===== src/cdp_defines.svh =====
`ifndef CDP_DEFINES_SVH
`define CDP_DEFINES_SVH

// Register map: one profile word per channel at offsets 0x00..0x07
`define CDP_ADDR_W         5
`define CDP_NUM_CH         8
`define CDP_PROFILE_W      22
`define CDP_OFS_CH_FIRST   5'h00
`define CDP_OFS_CH_LAST    5'h07

// Field positions inside a profile word
`define CDP_ADJ_EN_MSB     21
`define CDP_ADJ_EN_LSB     20
`define CDP_ADJ_PH_MSB     19
`define CDP_ADJ_PH_LSB     17
`define CDP_COARSE_MSB     16
`define CDP_COARSE_LSB     3
`define CDP_FINE_MSB       2
`define CDP_FINE_LSB       0
`define CDP_COARSE_W       14

// Width adjust enable codes
`define CDP_ADJ_OFF_LO     2'b00
`define CDP_ADJ_NEG        2'b01
`define CDP_ADJ_POS        2'b10
`define CDP_ADJ_OFF_HI     2'b11

// Reset profile of channel k: coarse = k * step, fine = k
`define CDP_RST_COARSE_STEP 2

// Timing: ref_clk period, eight phase steps per internal clock cycle
`define CDP_REF_PERIOD_NS  40
`define CDP_PHASES         8
`define CDP_INTERNAL_CLOCK_PERIOD_NS (`CDP_REF_PERIOD_NS * `CDP_PHASES)
// Each unadjusted drive output is held one internal clock cycle, positive first
`define CDP_HALF_TICKS     4'h8
`define CDP_PULSE_LAST     4'hf
// Ticks from the tx_en sampling edge to the first drive output edge
`define CDP_PROP_TICKS     6

`endif


===== src/cdp_pkg.sv =====
`include "cdp_defines.svh"

package cdp_pkg;

  // One channel delay profile word
  typedef struct packed {
    logic [1:0]                adj_en;
    logic [2:0]                adj_phase;
    logic [`CDP_COARSE_W-1:0]  coarse;
    logic [2:0]                fine;
  } cdp_profile_t;

  typedef enum logic [3:0] {
    CDP_IDLE   = 4'b0001,
    CDP_COARSE = 4'b0010,
    CDP_FINE   = 4'b0100,
    CDP_PULSE  = 4'b1000
  } cdp_ch_state_t;

  // Complete state of one channel delay unit
  typedef struct packed {
    cdp_ch_state_t             st;
    cdp_profile_t              snap;
    logic [`CDP_COARSE_W-1:0]  cnt;
    logic [3:0]                tcnt;
    logic                      p;
    logic                      n;
  } cdp_ch_t;

  // Complete state of the bank (reset synchroniser and busy_reg kept apart)
  typedef struct packed {
    logic [2:0]                          tx_sync;
    logic                                tx_filt;
    logic                                fire;
    logic [2:0]                          div;
    cdp_profile_t [`CDP_NUM_CH-1:0]      prof;
    logic [`CDP_PROFILE_W-1:0]           rdata;
  } cdp_top_t;

endpackage


===== src/cdp_bank.sv =====
`include "cdp_defines.svh"

module cdp_bank
  import cdp_pkg::*;
(
  input  wire logic                       ref_clk,
  input  wire logic                       nrst,
  input  wire logic                       tx_en,
  input  wire logic                       cfg_wr,
  input  wire logic                       cfg_rd,
  input  wire logic [`CDP_ADDR_W-1:0]     cfg_addr,
  input  wire logic [`CDP_PROFILE_W-1:0]  cfg_wdata,
  output logic [`CDP_PROFILE_W-1:0]       cfg_rdata,
  output logic [`CDP_NUM_CH-1:0]          drive_p,
  output logic [`CDP_NUM_CH-1:0]          drive_n,
  output logic                            fire_busy
);

  localparam int NCH = `CDP_NUM_CH;

  logic [1:0]     rst_sync_reg;
  logic           rst_n;
  cdp_top_t       s_reg;
  cdp_top_t       s_next;
  logic           internal_clock_en;
  logic [NCH-1:0] ch_busy;
  logic           busy_next;
  logic           busy_reg;
  logic           hit;
  logic [2:0]     idx;

  ////////////////////////////////////////////////////////////////////////////
  // Reset release through two flops; assertion stays asynchronous
  always_ff @(posedge ref_clk or negedge nrst) begin
    if (!nrst) begin
      rst_sync_reg <= 2'b00;
    end else begin
      rst_sync_reg <= {rst_sync_reg[0], 1'b1};
    end
  end
  assign rst_n = rst_sync_reg[1];

  ////////////////////////////////////////////////////////////////////////////
  // Reset image of the profile registers
  function automatic cdp_profile_t rst_prof(input int k);
    cdp_profile_t p;
    p        = '0;
    p.coarse = `CDP_COARSE_W'(k * `CDP_RST_COARSE_STEP);
    p.fine   = 3'(k);
    return p;
  endfunction

  function automatic cdp_top_t rst_state();
    cdp_top_t t;
    t = '0;
    for (int k = 0; k < NCH; k++) begin
      t.prof[k] = rst_prof(k);
    end
    return t;
  endfunction

  // Folded to a constant so the asynchronous reset loads fixed values only
  localparam cdp_top_t RST_STATE = rst_state();

  ////////////////////////////////////////////////////////////////////////////
  // Address decode for the profile window
  always_comb begin
    hit = 1'b0;
    idx = 3'h0;
    if (cfg_addr >= `CDP_OFS_CH_FIRST && cfg_addr <= `CDP_OFS_CH_LAST) begin
      hit = 1'b1;
      idx = cfg_addr[2:0];
    end else begin
      hit = 1'b0;
    end
  end

  // Internal clock enable: one ref_clk tick in eight is an internal edge
  assign internal_clock_en = s_reg.div == 3'h7;

  ////////////////////////////////////////////////////////////////////////////
  // Next state of the bank
  always_comb begin
    s_next = s_reg;
    // Three stage pin sampling; the first stage feeds only the second
    s_next.tx_sync = {s_reg.tx_sync[1:0], tx_en};
    s_next.fire    = 1'b0;
    if (s_reg.tx_sync[1] == s_reg.tx_sync[2]) begin
      s_next.tx_filt = s_reg.tx_sync[2];
      // One common fire event for every channel on the rising edge
      s_next.fire = s_reg.tx_sync[2] && !s_reg.tx_filt;
    end
    // Divider is re-phased by the fire so the coarse grid starts with it
    if (s_reg.fire) begin
      s_next.div = 3'h0;
    end else begin
      s_next.div = s_reg.div + 3'h1;
    end
    // Register writes; unmapped offsets are ignored
    if (cfg_wr && hit) begin
      s_next.prof[idx] = cdp_profile_t'(cfg_wdata);
    end
    // Reads return the profile word, zero outside the window
    if (cfg_rd) begin
      if (hit) begin
        s_next.rdata = s_reg.prof[idx];
      end else begin
        s_next.rdata = '0;
      end
    end
  end

  // State register
  always_ff @(posedge ref_clk or negedge rst_n) begin
    if (!rst_n) begin
      s_reg <= RST_STATE;
    end else begin
      s_reg <= s_next;
    end
  end

  ////////////////////////////////////////////////////////////////////////////
  // One delay unit per channel, each reading only its own profile
  for (genvar c = 0; c < NCH; c++) begin : g_ch
    cdp_channel u_ch (
      .clk     (ref_clk),
      .rst_n   (rst_n),
      .fire    (s_reg.fire),
      .internal_clock_en (internal_clock_en),
      .prof    (s_reg.prof[c]),
      .p_out   (drive_p[c]),
      .n_out   (drive_n[c]),
      .busy    (ch_busy[c])
    );
  end

  // Busy flag registered so the port comes from a flop
  assign busy_next = |ch_busy;
  always_ff @(posedge ref_clk or negedge rst_n) begin
    if (!rst_n) begin
      busy_reg <= 1'b0;
    end else begin
      busy_reg <= busy_next;
    end
  end

  assign cfg_rdata = s_reg.rdata;
  assign fire_busy = busy_reg;
endmodule


===== src/cdp_channel.sv =====
`include "cdp_defines.svh"

module cdp_channel
  import cdp_pkg::*;
(
  input  wire logic         clk,
  input  wire logic         rst_n,
  input  wire logic         fire,
  input  wire logic         internal_clock_en,
  input  wire cdp_profile_t prof,
  output logic              p_out,
  output logic              n_out,
  output logic              busy
);

  cdp_ch_t s_reg;
  cdp_ch_t s_next;
  logic    p_ok;
  logic    n_ok;

  ////////////////////////////////////////////////////////////////////////////
  // Next state: coarse count on internal clock, fine count on phase ticks
  always_comb begin
    s_next = s_reg;
    p_ok   = 1'b0;
    n_ok   = 1'b0;
    case (s_reg.st)
      CDP_IDLE: begin
        // Snapshot so a write during a firing cannot bend this shot
        if (fire) begin
          s_next.snap = prof;
          if (prof.coarse == '0) begin
            s_next.st  = CDP_FINE;
            s_next.cnt = {11'h000, prof.fine};
          end else begin
            s_next.st  = CDP_COARSE;
            s_next.cnt = prof.coarse;
          end
        end
      end
      CDP_COARSE: begin
        if (internal_clock_en) begin
          if (s_reg.cnt == 14'h0001) begin
            s_next.st  = CDP_FINE;
            s_next.cnt = {11'h000, s_reg.snap.fine};
          end else begin
            s_next.cnt = s_reg.cnt - 14'h0001;
          end
        end
      end
      CDP_FINE: begin
        // Each fine code step is one eighth of an internal cycle
        if (s_reg.cnt == '0) begin
          s_next.st   = CDP_PULSE;
          s_next.tcnt = 4'h0;
        end else begin
          s_next.cnt = s_reg.cnt - 14'h0001;
        end
      end
      CDP_PULSE: begin
        // Positive half first, then negative half
        p_ok = s_reg.tcnt < `CDP_HALF_TICKS;
        n_ok = s_reg.tcnt >= `CDP_HALF_TICKS;
        case (s_reg.snap.adj_en)
          `CDP_ADJ_POS: p_ok = p_ok &&
              (s_reg.tcnt >= {1'b0, s_reg.snap.adj_phase});
          `CDP_ADJ_NEG: n_ok = n_ok &&
              (s_reg.tcnt >= (`CDP_HALF_TICKS +
                              {1'b0, s_reg.snap.adj_phase}));
          default: ;
        endcase
        if (s_reg.tcnt == `CDP_PULSE_LAST) begin
          s_next.st = CDP_IDLE;
        end else begin
          s_next.tcnt = s_reg.tcnt + 4'h1;
        end
      end
      default: s_next.st = CDP_IDLE;
    endcase
    // Shared register stage for both outputs keeps them phase aligned
    s_next.p = p_ok;
    s_next.n = n_ok && !p_ok;
  end

  // State register
  always_ff @(posedge clk or negedge rst_n) begin
    if (!rst_n) begin
      s_reg <= '{st: CDP_IDLE, default: '0};
    end else begin
      s_reg <= s_next;
    end
  end

  assign p_out = s_reg.p;
  assign n_out = s_reg.n;
  assign busy  = s_reg.st != CDP_IDLE;
endmodule


===== config.mk =====
export PLATFORM = sky130hd
export DESIGN_NAME = cdp_bank
export DESIGN_NICKNAME = d
export VERILOG_FILES = /design/src/cdp_pkg.sv /design/src/cdp_bank.sv /design/src/cdp_channel.sv
export VERILOG_INCLUDE_DIRS = /design/src
export SDC_FILE = /design/constraint.sdc
export NUM_CORES = 1
export LEC_CHECK = 0
export BUFFER_PORTS_ARGS = -buffer_cell sky130_fd_sc_hd__buf_2
export CORE_ASPECT_RATIO = 0.7
export CORE_MARGIN = 2
export CORE_UTILIZATION = 50
export DETAILED_ROUTE_END_ITERATION = 6
export PLACE_DENSITY = 0.65
export SYNTH_ARGS = -nofsm -noshare
export SYNTH_HDL_FRONTEND = slang
export SYNTH_SLANG_ARGS = --single-unit

===== constraint.sdc =====
create_clock -name ref_clk -period 18.4 [get_ports ref_clk]
set_input_delay 0.92 -clock ref_clk [delete_from_list [all_inputs] [get_ports ref_clk]]
set_output_delay 0.92 -clock ref_clk [all_outputs]
set_load 0.03 [all_outputs]

==> results of run 1 <==
==> through the flow <==
stage | util | total power [mW] | hold slack, ns | setup WS (ns) | std cells
2_1_floorplan | - | 2.22 | 0.331 | 4.54 | 2355
3_3_place_gp | 0.517 | 2.51 | 0.337 | 14.61 | 2940
3_5_place_dp | 0.517 | 2.55 | 0.336 | 14.52 | 2940
4_1_cts | 0.549 | 3.54 | 0.0774 | 15.10 | 3027
5_1_grt | 0.549 | 3.75 | 0.0888 | 14.75 | 3029
6_report | 0.549 | 3.55 | 0.112 | 15.02 | 3029
==> worst max-delay path by stage <==
stage | end | slack [ns]
finish | s_reg[135]$_DFFE_PN0P_ | 15.02
global route | g_ch[3].u_ch.s_reg[7]$_DFFE_PN0P_ | 14.75
CTS | g_ch[3].u_ch.s_reg[7]$_DFFE_PN0P_ | 15.10
detailed placement | s_reg[148]$_DFFE_PN0P_ | 14.52
global placement | s_reg[147]$_DFFE_PN0P_ | 14.61
floorplan | cfg_rdata[0]$_DFFE_PN0P_ | 4.54
==> layer usage <==
| metal | share of wire | vias up | wire length [um] | track usage |
|---|---|---|---|---|
| met5 | 0 | - | 0 | 0 |
| met1 | 0.48 | 9844 | 34900 | 0.442 |
| li1 | - | 8792 | - | - |
| met2 | 0.41 | 805 | 30200 | 0.389 |
| met3 | 0.082 | 106 | 5980 | 0.0555 |
| met4 | 0.022 | 0 | 1640 | 0.0722 |
==> placed cells by master (no fill, tap or decap), types with 16 or more instances in the layout <==
cell type                   count
sky130_fd_sc_hd__nor3b_1       17
sky130_fd_sc_hd__o22ai_1       28
sky130_fd_sc_hd__nor3_1        68
sky130_fd_sc_hd__o21ai_0      125
sky130_fd_sc_hd__clkbuf_16     48
sky130_fd_sc_hd__a32oi_1       23
sky130_fd_sc_hd__a21oi_1       47
sky130_fd_sc_hd__buf_4         23
sky130_fd_sc_hd__o211ai_1      36
sky130_fd_sc_hd__nor2_1        92
sky130_fd_sc_hd__and2_1        21
sky130_fd_sc_hd__inv_1         92
sky130_fd_sc_hd__nor2b_1       16
sky130_fd_sc_hd__nand2_1      180
sky130_fd_sc_hd__o221ai_1      29
sky130_fd_sc_hd__mux2_2       264
sky130_fd_sc_hd__dfstp_2       32
sky130_fd_sc_hd__buf_2         70
sky130_fd_sc_hd__ha_1          59
sky130_fd_sc_hd__o31ai_1       22
sky130_fd_sc_hd__o2bb2ai_1     43
sky130_fd_sc_hd__nor4_1        43
sky130_fd_sc_hd__nand3_1       45
sky130_fd_sc_hd__dfrtp_1      432
sky130_fd_sc_hd__a31oi_1       38
sky130_fd_sc_hd__a22o_1        79
sky130_fd_sc_hd__nand2b_1      24
sky130_fd_sc_hd__and3_1        16
sky130_fd_sc_hd__nor4b_1       18
sky130_fd_sc_hd__a21o_1        24
==> final cells by class <==
type / count / area, um2
tap: 665 / 832
clock buffer: 61 / 1330
antenna: 2 / 5.00
sequential: 465 / 11700
inverter: 93 / 349
clock inverter: 26 / 246
fill: 4241 / 22200
timing repair buffer: 94 / 543
multi-input combinational: 1623 / 12000
==> worst register-to-register path: stages, from the launching register on <==
cell and delay [ns]:
sky130_fd_sc_hd__dfrtp_1 0.53, sky130_fd_sc_hd__nor4b_1 0.95, sky130_fd_sc_hd__nand4_2 0.68, sky130_fd_sc_hd__nand2_1 0.67, sky130_fd_sc_hd__mux2_2 0.40
==> report_power, final <==
part | internal (mW) | switching (mW) | total, mW | leakage, nW
registers | 1.25 | 0.268 | 1.51 | 6.06
clock network | 0.556 | 0.429 | 0.985 | 0.769
logic | 0.443 | 0.608 | 1.05 | 5.00
==> cell families (layout without fill, tap and decap cells) <==
kind of cell / Yosys count / after routing / synth area share
and+or+nand+nor: 648 / 648 / 0.142
other: 1 / 3 / 0.000151
DFF: 465 / 465 / 0.470
buffers and inverters: 267 / 274 / 0.0476
AOI/OAI and AO/OA: 620 / 620 / 0.180
adders and majority gates: 60 / 60 / 0.0301
xor gates and xnor gates: 26 / 26 / 0.00916
muxes: 268 / 268 / 0.121
==> qor.tcl, run 1 <==
set qor(status) {complete, no violations}
set qor(critPathLaunch) {cfg_addr[2]}
set qor(final_max_slew_viol_count) 0
set qor(avgViaCountPerCell) 6.45
set qor(die-area_mm2) 0.0515
set qor(rsz0062_at_grt) {no}
set qor(synth_cell_type_count) 85
set qor(timing.critical_path.from_type) {primary input}
set qor(worstPathRequired_ns) 18.87
set qor(tritoncts_num_sinks) 465
set qor(placementRows) 68
set qor(timing.clock.skew_ns) 0.0242
set qor(timing.critical_path.buf_inv) 2
set qor(synthDominantAreaCellType) {sky130_fd_sc_hd__dfrtp_1}
set qor(static-leakage-power_nw) 11.8
set qor(hold_buffers) 0
set qor(drt-pass1-iter-count) 6
set qor(ff2ff_path_depth) 4
set qor(grt_start_max_net_pins) 147
set qor(min_period_over_period) 0.184
set qor(critPathCaptureType) {flip-flop}
set qor(rr_endpoint) {g_ch[3].u_ch.s_reg[7]$_DFFE_PN0P_}
set qor(design.core.area_mm2) 0.0492
set qor(tightest_slew_ns) 1.13
set qor(place.detailed.hpwl_um) 50800
set qor(tritoncts) {yes}
set qor(port_buffers) 70
set qor(synthesis_stage_register_bit_count) 465
set qor(path_max_fanout) 52
set qor(synth.most_common_cell) {sky130_fd_sc_hd__dfrtp_1}
set qor(synthesis.instances) 2355
set qor(slowest_delay_ns) 0.82
set qor(worstSetupPathType) {in -> reg}
set qor(grt-ovfl-total) 0
set qor(drc_violations_left) 0
set qor(power.density_cell_area_mw_per_mm2) 131
set qor(ys.flop_type) {sky130_fd_sc_hd__dfrtp_1}
set qor(cts-htree-levels) 2
set qor(synth-seq-area-share) 0.470
set qor(synth_area_leaders) {sky130_fd_sc_hd__dfrtp_1 44%, sky130_fd_sc_hd__mux2_2 12%, sky130_fd_sc_hd__dfstp_2 3.4%, sky130_fd_sc_hd__ha_1 3.0%, sky130_fd_sc_hd__a22o_1 2.8%}
set qor(area_delta_synth_final_pct) 8.69
set qor(chipWidth_um) 270
set qor(clock_tree.buffer_depth) 3
set qor(synth.cell_area_mm2) 0.0249
set qor(largest_register_ffs) 240
set qor(cts-buffers-inserted) 48
set qor(cts_root_buf) {sky130_fd_sc_hd__clkbuf_16}
set qor(nNetsFinal) 2416
set qor(syn_avg_cell_area_um2) 10.6
set qor(routed_wirelength_um) 72700
set qor(worst_skew_pair.late_latency_ns) 0.60
set qor(initial_core_util) 0.505
set qor(regToRegSetupSlack_ns) 15.05
set qor(ctsResizeCount) 0
set qor(cpMaxStageDelayCell) {sky130_fd_sc_hd__buf_2}
set qor(post_dp_cell_area_mm2) 0.0254
set qor(timing.rr.start) {g_ch[3].u_ch.s_reg[44]$_DFFE_PN0P_}
set qor(synth_fp_nets) 2446
set qor(fp.dieH_um) 191
set qor(vdd_drop_max_mv) 0.0957
set qor(post_route_cells_drive_above_1_share) 0.222
set qor(gr-usage-all-layers) 0.280
set qor(detailroute.via_count) 19500
set qor(routedWlPerCell_um) 24.0
set qor(worst_path_dominant_cell_family) {simple AND/OR/NAND/NOR gates}
set qor(finalSetupViolations) 0
set qor(final_period_minus_worst_setup_slack_ns) 3.38
set qor(final_hold_viol_count) 0
set qor(synthesis.yosys.warnings) 0
set qor(synth.top_cells.by_count) {433 x sky130_fd_sc_hd__dfrtp_1, 264 x sky130_fd_sc_hd__mux2_2, 180 x sky130_fd_sc_hd__nand2_1}
set qor(final_design_area_no_fill_mm2) 0.0270
set qor(via_count_of_the_first_global_routing_pass) 17900
set qor(drtIter0Drc) 2301
set qor(cp_data_arrival_time_ns) 3.85
set qor(final.setup.tns_ns) 0
set qor(ant_nets) 0
set qor(number_of_buffers_inserted_to_repair_setup_after_cts) 0
set qor(async_reset_ff_frac) 1.00
set qor(post-synth-top-area-fraction) 0.436
set qor(hold_crit_class) {in -> async}
set qor(ioPinCount) 71
set qor(crit_chain) {buf_2, nand2b_1, nor3_2, buf_4, nand3_1, mux2_2}
set qor(achievable-frequency_ghz) 0.296
set qor(timing.max_slew.rel_slack) 0.235
set qor(synth-edff-count) 0
set qor(first_pass_grt_wire_length_um) 111000
set qor(clk_slew_on_worst_s_h_paths_ns) 0.06
set qor(max_cap_viol_count) 0
set qor(path_depth) 6
set qor(grt_antenna_before_repair) 4
set qor(gpl.final_weighted_congestion) 0.932
Note: power is estimated with default switching activity, not from simulation.
==> run 2, diff against run 1 <==
--- a/config.mk
+++ b/config.mk
@@ -11,7 +11,7 @@
 export CORE_MARGIN = 2
 export CORE_UTILIZATION = 50
 export DETAILED_ROUTE_END_ITERATION = 6
-export PLACE_DENSITY = 0.65
+export PLACE_DENSITY = 0.68
 export SYNTH_ARGS = -nofsm -noshare
 export SYNTH_HDL_FRONTEND = slang
 export SYNTH_SLANG_ARGS = --single-unit
==> constraint.sdc (replaced) <==
create_clock -name ref_clk -period 2.7 [get_ports ref_clk]
set_input_delay 0.135 -clock ref_clk [delete_from_list [all_inputs] [get_ports ref_clk]]
set_output_delay 0.135 -clock ref_clk [all_outputs]
set_load 0.03 [all_outputs]
==> qor.tcl, run 2 (synthesis results as in run 1) <==
set qor(final_util) 0.563
set qor(critPathCaptureType) {flip-flop}
set qor(fp.dieH_um) 191
set qor(avgViaCountPerCell) 6.46
set qor(power.share.clock) 0.276
set qor(drc_violations_left) 0
set qor(cts_root_buf) {sky130_fd_sc_hd__clkbuf_16}
set qor(cts-buffers-inserted) 47
set qor(design.core.area_mm2) 0.0492
set qor(placementRows) 68
set qor(path_max_fanout) 20
set qor(layout.cells.most_common) {sky130_fd_sc_hd__dfrtp_1}
set qor(final_design_area_no_fill_mm2) 0.0277
set qor(tritoncts_num_sinks) 465
set qor(final_max_slew_viol_count) 0
set qor(post_route_cells_drive_above_1_share) 0.239
set qor(largest_register_ffs) 240
set qor(worstSetupPathType) {reg -> reg}
set qor(clock_tree.buffer_depth) 3
set qor(worstPathRequired_ns) 3.19
set qor(achievable-frequency_ghz) 0.397
set qor(min_period_over_period) 0.932
set qor(power.density_cell_area_mw_per_mm2) 897
set qor(power_switching_mw) 9.02
set qor(timing.critical_path.from_type) {flip-flop}
set qor(cts-htree-levels) 2
set qor(routedWlPerCell_um) 23.6
set qor(drt-pass1-iter-count) 6
set qor(postLayoutSetupSlackWorst_ns) 0.182
set qor(tritoncts) {yes}
set qor(initial_core_util) 0.505
set qor(p_sw_frac) 0.363
set qor(final_period_minus_worst_setup_slack_ns) 2.52
set qor(finalSetupViolations) 0
set qor(die-area_mm2) 0.0515
set qor(first_pass_grt_wire_length_um) 113000
set qor(pwr-share-comb) 0.308
set qor(max_cap_viol_count) 0
set qor(detailroute.via_count) 20000
set qor(number_of_buffers_inserted_to_repair_setup_after_cts) 0
set qor(ant_nets) 0
set qor(grt-ovfl-total) 0
set qor(static-leakage-power_nw) 12.2
set qor(final.setup.tns_ns) 0
set qor(chipWidth_um) 270
set qor(hold-path-cell-count) 2
set qor(power.sequential.fraction) 0.416
set qor(dp_worst_setup_slack_ns) 0.0405
set qor(dp.cells) 3002
set qor(area_delta_synth_final_pct) 11.4
set qor(timing.clock.skew_ns) 0.0245
set qor(drtIter0Drc) 2289
set qor(place.detailed.hpwl_um) 52200
set qor(ff2ff_path_depth) 8
set qor(mostFrequentLayoutCells) {432 x sky130_fd_sc_hd__dfrtp_1, 264 x sky130_fd_sc_hd__mux2_2, 180 x sky130_fd_sc_hd__nand2_1}
set qor(power_report.internal_total_mw) 15.8
set qor(final_hold_viol_count) 0
set qor(finalHoldWorstSlack_ns) 0.0344
set qor(grt_start_max_net_pins) 74
set qor(hold_crit_class) {in -> reg}
set qor(timing.max_slew.rel_slack) 0.447
set qor(rsz0062_at_grt) {no}
set qor(fin_cells) 3095
set qor(vdd_drop_max_mv) 0.538
set qor(post_dp_cell_area_mm2) 0.0260
set qor(tightest_slew_ns) 0.818
set qor(design_power_total_mw) 24.8
set qor(clk_slew_on_worst_s_h_paths_ns) 0.07
set qor(cp_data_arrival_time_ns) 3.01
set qor(worst_skew_pair.late_latency_ns) 0.61
set qor(port_buffers) 70
set qor(status) {complete, no violations}
set qor(via_count_of_the_first_global_routing_pass) 18700
set qor(ioPinCount) 71
set qor(gr-usage-all-layers) 0.283
set qor(nNetsFinal) 2482
set qor(grt_antenna_before_repair) 3
set qor(routed_wirelength_um) 73200
set qor(gpl.final_weighted_congestion) 0.925
## run 2: cell count changes in the layout (fill, tap and decap cells not counted), moves of 2 or more
cell | previous run | this run
sky130_fd_sc_hd__buf_12 | 1 | 11
sky130_fd_sc_hd__buf_4 | 23 | 75
sky130_fd_sc_hd__clkbuf_1 | 5 | 10
sky130_fd_sc_hd__clkinvlp_4 | 6 | 2
sky130_fd_sc_hd__dlygate4sd3_1 | 0 | 5
sky130_fd_sc_hd__bufinv_16 | 3 | 5
## run 2: worst paths after layout
| path | from | to | slack (ns) |
|---|---|---|---|
| setup reg to reg | g_ch[5].u_ch.s_reg[6]$_DFFE_PN0P_ | g_ch[5].u_ch.s_reg[13]$_DFFE_PN0P_ | 0.18 |
| setup / recovery | g_ch[5].u_ch.s_reg[6]$_DFFE_PN0P_ | g_ch[5].u_ch.s_reg[13]$_DFFE_PN0P_ | 0.18 |
| max in group asynchronous | rst_sync_reg[1]$_DFF_PN0_ | g_ch[2].u_ch.s_reg[42]$_DFFE_PN1P_ | 1.52 |
| hold reg to reg | rst_sync_reg[1]$_DFF_PN0_ | g_ch[5].u_ch.s_reg[45]$_DFFE_PN0P_ | 0.32 |
| min in group asynchronous | rst_sync_reg[1]$_DFF_PN0_ | g_ch[5].u_ch.s_reg[45]$_DFFE_PN0P_ | 0.32 |
| hold / removal | cfg_wdata[2] | s_reg[134]$_DFFE_PN1P_ | 0.03 |
## run 2: power by group through the flow
stage	Sequential, mW	Combinational [mW]	Clock [mW]
final	10.3	7.63	6.86
after global routing	10.5	8.39	7.27
after CTS	10.2	7.51	6.94
after detailed placement	10.3	7.45	0
after global placement	10.2	7.21	0
after floorplan	9.58	5.55	0
## run 2: per-layer routing
metal  track usage  wire [um]
met3        0.0670       6730
met4         0.109       2920
met5             0         18
met2         0.378      29500
met1         0.438      34000
## run 2: layout make-up
type / instances / area (um2)
flip-flops and latches: 465 / 11700
fillers: 4226 / 21500
well taps: 665 / 832
inverters: 93 / 349
multi-input cells: 1623 / 12000
diodes: 1 / 2.50
clock buffers: 66 / 1350
repair buffers: 161 / 1180
clock inverters: 21 / 254
## run 2: worst max-delay path: stages, from the launching register on
cell and delay [ns]:
sky130_fd_sc_hd__dfrtp_1 0.43, sky130_fd_sc_hd__inv_1 0.08, sky130_fd_sc_hd__ha_1 0.17, sky130_fd_sc_hd__or3b_2 0.54, sky130_fd_sc_hd__nor3_1 0.38, sky130_fd_sc_hd__a211oi_2 0.15, sky130_fd_sc_hd__buf_4 0.22, sky130_fd_sc_hd__nor4b_1 0.15
sky130_fd_sc_hd__a211o_1 0.27
## run 2: repair_timing
item / in CTS / in global routing
setup endpoints to repair: 0 / 12
gates resized for setup: 0 / 1
hold buffers: 5 / 0
hold endpoints to repair: 12 / 0
==> run 3, diff against run 2 <==
--- a/config.mk
+++ b/config.mk
@@ -14,4 +14,5 @@
 export PLACE_DENSITY = 0.68
 export SYNTH_ARGS = -nofsm -noshare
 export SYNTH_HDL_FRONTEND = slang
+export SYNTH_HIERARCHICAL = 1
 export SYNTH_SLANG_ARGS = --single-unit
==> qor.tcl, run 3 <==
set qor(status) {complete, no violations}
set qor(cp_data_arrival_time_ns) 2.92
set qor(synthesis_stage_register_bit_count) 465
set qor(fillerInstances) 4582
set qor(port_buffers) 70
set qor(synthesis.yosys.warnings) 6
set qor(detailroute.via_count) 21500
set qor(max_cap_viol_count) 0
set qor(area_of_all_sequential_standard_cells_mm2) 0.0117
set qor(route.top_layer_used) {met5}
set qor(wl_met3_um) 7670
set qor(chipWidth_um) 281
set qor(place.detailed.hpwl_um) 58600
set qor(post-synth-top-area-fraction) 0.403
set qor(clock_tree.buffer_depth) 3
set qor(ys.flop_type) {sky130_fd_sc_hd__dfrtp_1}
set qor(initial_core_util) 0.503
set qor(tightest_slew_ns) 0.749
set qor(fp.dieH_um) 198
set qor(dp.cells) 3233
set qor(achievable-frequency_ghz) 0.413
set qor(cts_root_buf) {sky130_fd_sc_hd__clkbuf_16}
set qor(worstPathRequired_ns) 3.19
set qor(drtIter0Drc) 2620
set qor(ioPinCount) 71
set qor(grt_start_max_net_pins) 102
set qor(final_design_area_no_fill_mm2) 0.0297
set qor(final_max_slew_viol_count) 0
set qor(worstSetupPathType) {reg -> reg}
set qor(routedWlPerCell_um) 24.5
set qor(placementRows) 71
set qor(synth_area_leaders) {sky130_fd_sc_hd__dfrtp_1 40%, sky130_fd_sc_hd__mux2_2 7.5%, sky130_fd_sc_hd__mux2_1 3.4%, sky130_fd_sc_hd__dfstp_2 3.1%, sky130_fd_sc_hd__ha_1 3.0%}
set qor(power.density_cell_area_mw_per_mm2) 657
set qor(ant_nets) 0
set qor(largest_register_ffs) 240
set qor(timing.critical_path.from_type) {flip-flop}
set qor(nNetsFinal) 2661
set qor(synth-edff-count) 0
set qor(synth.most_common_cell) {sky130_fd_sc_hd__dfrtp_1}
set qor(final_period_minus_worst_setup_slack_ns) 2.42
set qor(post_dp_cell_area_mm2) 0.0279
set qor(grt_antenna_before_repair) 8
set qor(static-leakage-power_nw) 12.6
set qor(worst_skew_pair.late_latency_ns) 0.62
set qor(met1Wirelength_um) 38200
set qor(syn_avg_cell_area_um2) 10.7
set qor(synth.cell_area_mm2) 0.0269
set qor(vdd_drop_max_mv) 0.425
set qor(cpMaxStageDelayCell) {sky130_fd_sc_hd__nor3b_1}
set qor(synth_cell_type_count) 81
set qor(cts-htree-levels) 2
set qor(crit_chain) {inv_1, ha_1, nor3b_1, nand4_1, a21oi_2, buf_4, o211ai_1, a22o_1}
set qor(hold_crit_class) {in -> reg}
set qor(clk_slew_on_worst_s_h_paths_ns) 0.07
set qor(die-area_mm2) 0.0557
set qor(timing.clock.skew_ns) 0.0300
set qor(drt-pass1-iter-count) 6
set qor(tritoncts_num_sinks) 465
set qor(finalSetupViolations) 0
set qor(synth_fp_nets) 2620
set qor(synth.top_cells.by_count) {433 x sky130_fd_sc_hd__dfrtp_1, 183 x sky130_fd_sc_hd__inv_1, 178 x sky130_fd_sc_hd__mux2_2}
set qor(synthesis.instances) 2523
set qor(multi_input_area_mm2) 0.0137
set qor(met2WireLength_um) 33500
set qor(grt-ovfl-total) 0
set qor(cts-buffers-inserted) 48
set qor(first_pass_grt_wire_length_um) 126000
set qor(synth-seq-area-share) 0.434
set qor(design_power_total_mw) 19.5
set qor(timing.max_slew.rel_slack) 0.501
set qor(gr-usage-all-layers) 0.295
set qor(critPathCaptureType) {flip-flop}
set qor(drc_violations_left) 0
set qor(timing.critical_path.buf_inv) 2
set qor(async_reset_ff_frac) 1.00
set qor(routed_wirelength_um) 81800
set qor(layout.cells.most_common) {sky130_fd_sc_hd__dfrtp_1}
set qor(min_period_over_period) 0.897
set qor(gpl.final_weighted_congestion) 0.936
set qor(design.core.area_mm2) 0.0535
set qor(final_hold_viol_count) 0
set qor(avgViaCountPerCell) 6.45
set qor(synthDominantAreaCellType) {sky130_fd_sc_hd__dfrtp_1}
set qor(area_delta_synth_final_pct) 10.3
set qor(post_route_cells_drive_above_1_share) 0.229
set qor(slowest_delay_ns) 0.47
set qor(via_count_of_the_first_global_routing_pass) 20200
set qor(mostFrequentLayoutCells) {431 x sky130_fd_sc_hd__dfrtp_1, 183 x sky130_fd_sc_hd__inv_1, 178 x sky130_fd_sc_hd__mux2_2}
set qor(rsz0062_at_grt) {no}
set qor(fin_cells) 3338
set qor(tritoncts) {yes}
set qor(worst_path_dominant_cell_family) {compound AO/OA/AOI/OAI gates}
set qor(path_max_fanout) 13
## run 3: cell types whose count changed in the layout (fill, tap and decap cells not counted), moves of 39 or more
cell	before	now
sky130_fd_sc_hd__o2bb2ai_1	43	4
sky130_fd_sc_hd__mux2_2	264	178
sky130_fd_sc_hd__o22ai_1	28	85
sky130_fd_sc_hd__mux2i_1	4	46
sky130_fd_sc_hd__inv_1	92	183
sky130_fd_sc_hd__mux2_1	0	82
sky130_fd_sc_hd__o21ai_0	125	26
sky130_fd_sc_hd__a22o_1	79	9
sky130_fd_sc_hd__a211oi_1	10	85
## run 3: worst paths after layout
kind	from	endpoint	slack (ns)	cells past startpoint
min in group asynchronous	rst_sync_reg[1]$_DFF_PN0_	s_reg[205]$_DFF_PN0_	0.29	0
worst max-delay path	g_ch[7].u_ch/s_reg[7]$_DFFE_PN0P_	g_ch[7].u_ch/s_reg[13]$_DFFE_PN0P_	0.28	8
max in group asynchronous	rst_sync_reg[1]$_DFF_PN0_	g_ch[1].u_ch/s_reg[8]$_DFFE_PN0P_	1.46	1
worst max register to register	g_ch[7].u_ch/s_reg[7]$_DFFE_PN0P_	g_ch[7].u_ch/s_reg[13]$_DFFE_PN0P_	0.28	8
worst min register to register	rst_sync_reg[1]$_DFF_PN0_	s_reg[205]$_DFF_PN0_	0.29	0
worst min-delay path	cfg_wdata[0]	s_reg[22]$_DFFE_PN0P_	0.04	2
## run 3: per-stage QoR
step,hold WS (ns),util,setup slack [ns],TNS (ns)
final,0.0394,0.555,0.277,0
after global routing,0.0231,0.555,0.151,0
after CTS,0.00890,0.555,0.340,0
after detailed placement,-0.0764,0.522,0.364,0
after global placement,-0.0797,0.522,0.507,0
after floorplan,-0.161,-,-1.83,-809.11
## run 3: cells by family after synthesis
family,synth area share
adders and majority gates,0.0306
DFF,0.434
AOI/OAI and AO/OA,0.172
other,0.000139
and+or+nand+nor,0.171
muxes,0.126
xor gates and xnor gates,0.00781
buffers and inverters,0.0585
## run 3: report_power, final
| group | leakage, nW | internal (mW) | switching, mW | total [mW] |
|---|---|---|---|---|
| clock | 0.791 | 3.93 | 3.11 | 7.04 |
| combinational | 6.12 | 1.55 | 2.14 | 3.69 |
| sequential | 5.72 | 7.69 | 1.09 | 8.77 |
## run 3: area by class of cell
type | instances | area share
Multi-Input combinational cell | 1722 | 0.461
Inverter | 183 | 0.0231
Tap cell | 730 | 0.0308
Clock inverter | 31 | 0.0117
Timing Repair Buffer | 144 | 0.0357
Antenna cell | 5 | 0.000422
Sequential cell | 465 | 0.394
Clock buffer | 58 | 0.0434
## run 3: layer usage
metal | track usage | vias to the layer above
li1 | - | 9557
met4 | 0.0879 | 2
met1 | 0.453 | 10900
met3 | 0.0683 | 141
met5 | 0 | -
met2 | 0.407 | 962
## run 3: repair_timing
action                                 4_1_cts  5_1_grt
buffers inserted                             0        0
endpoints found under the hold margin       22        0
hold buffers                                11        0
resized for setup                            0        0
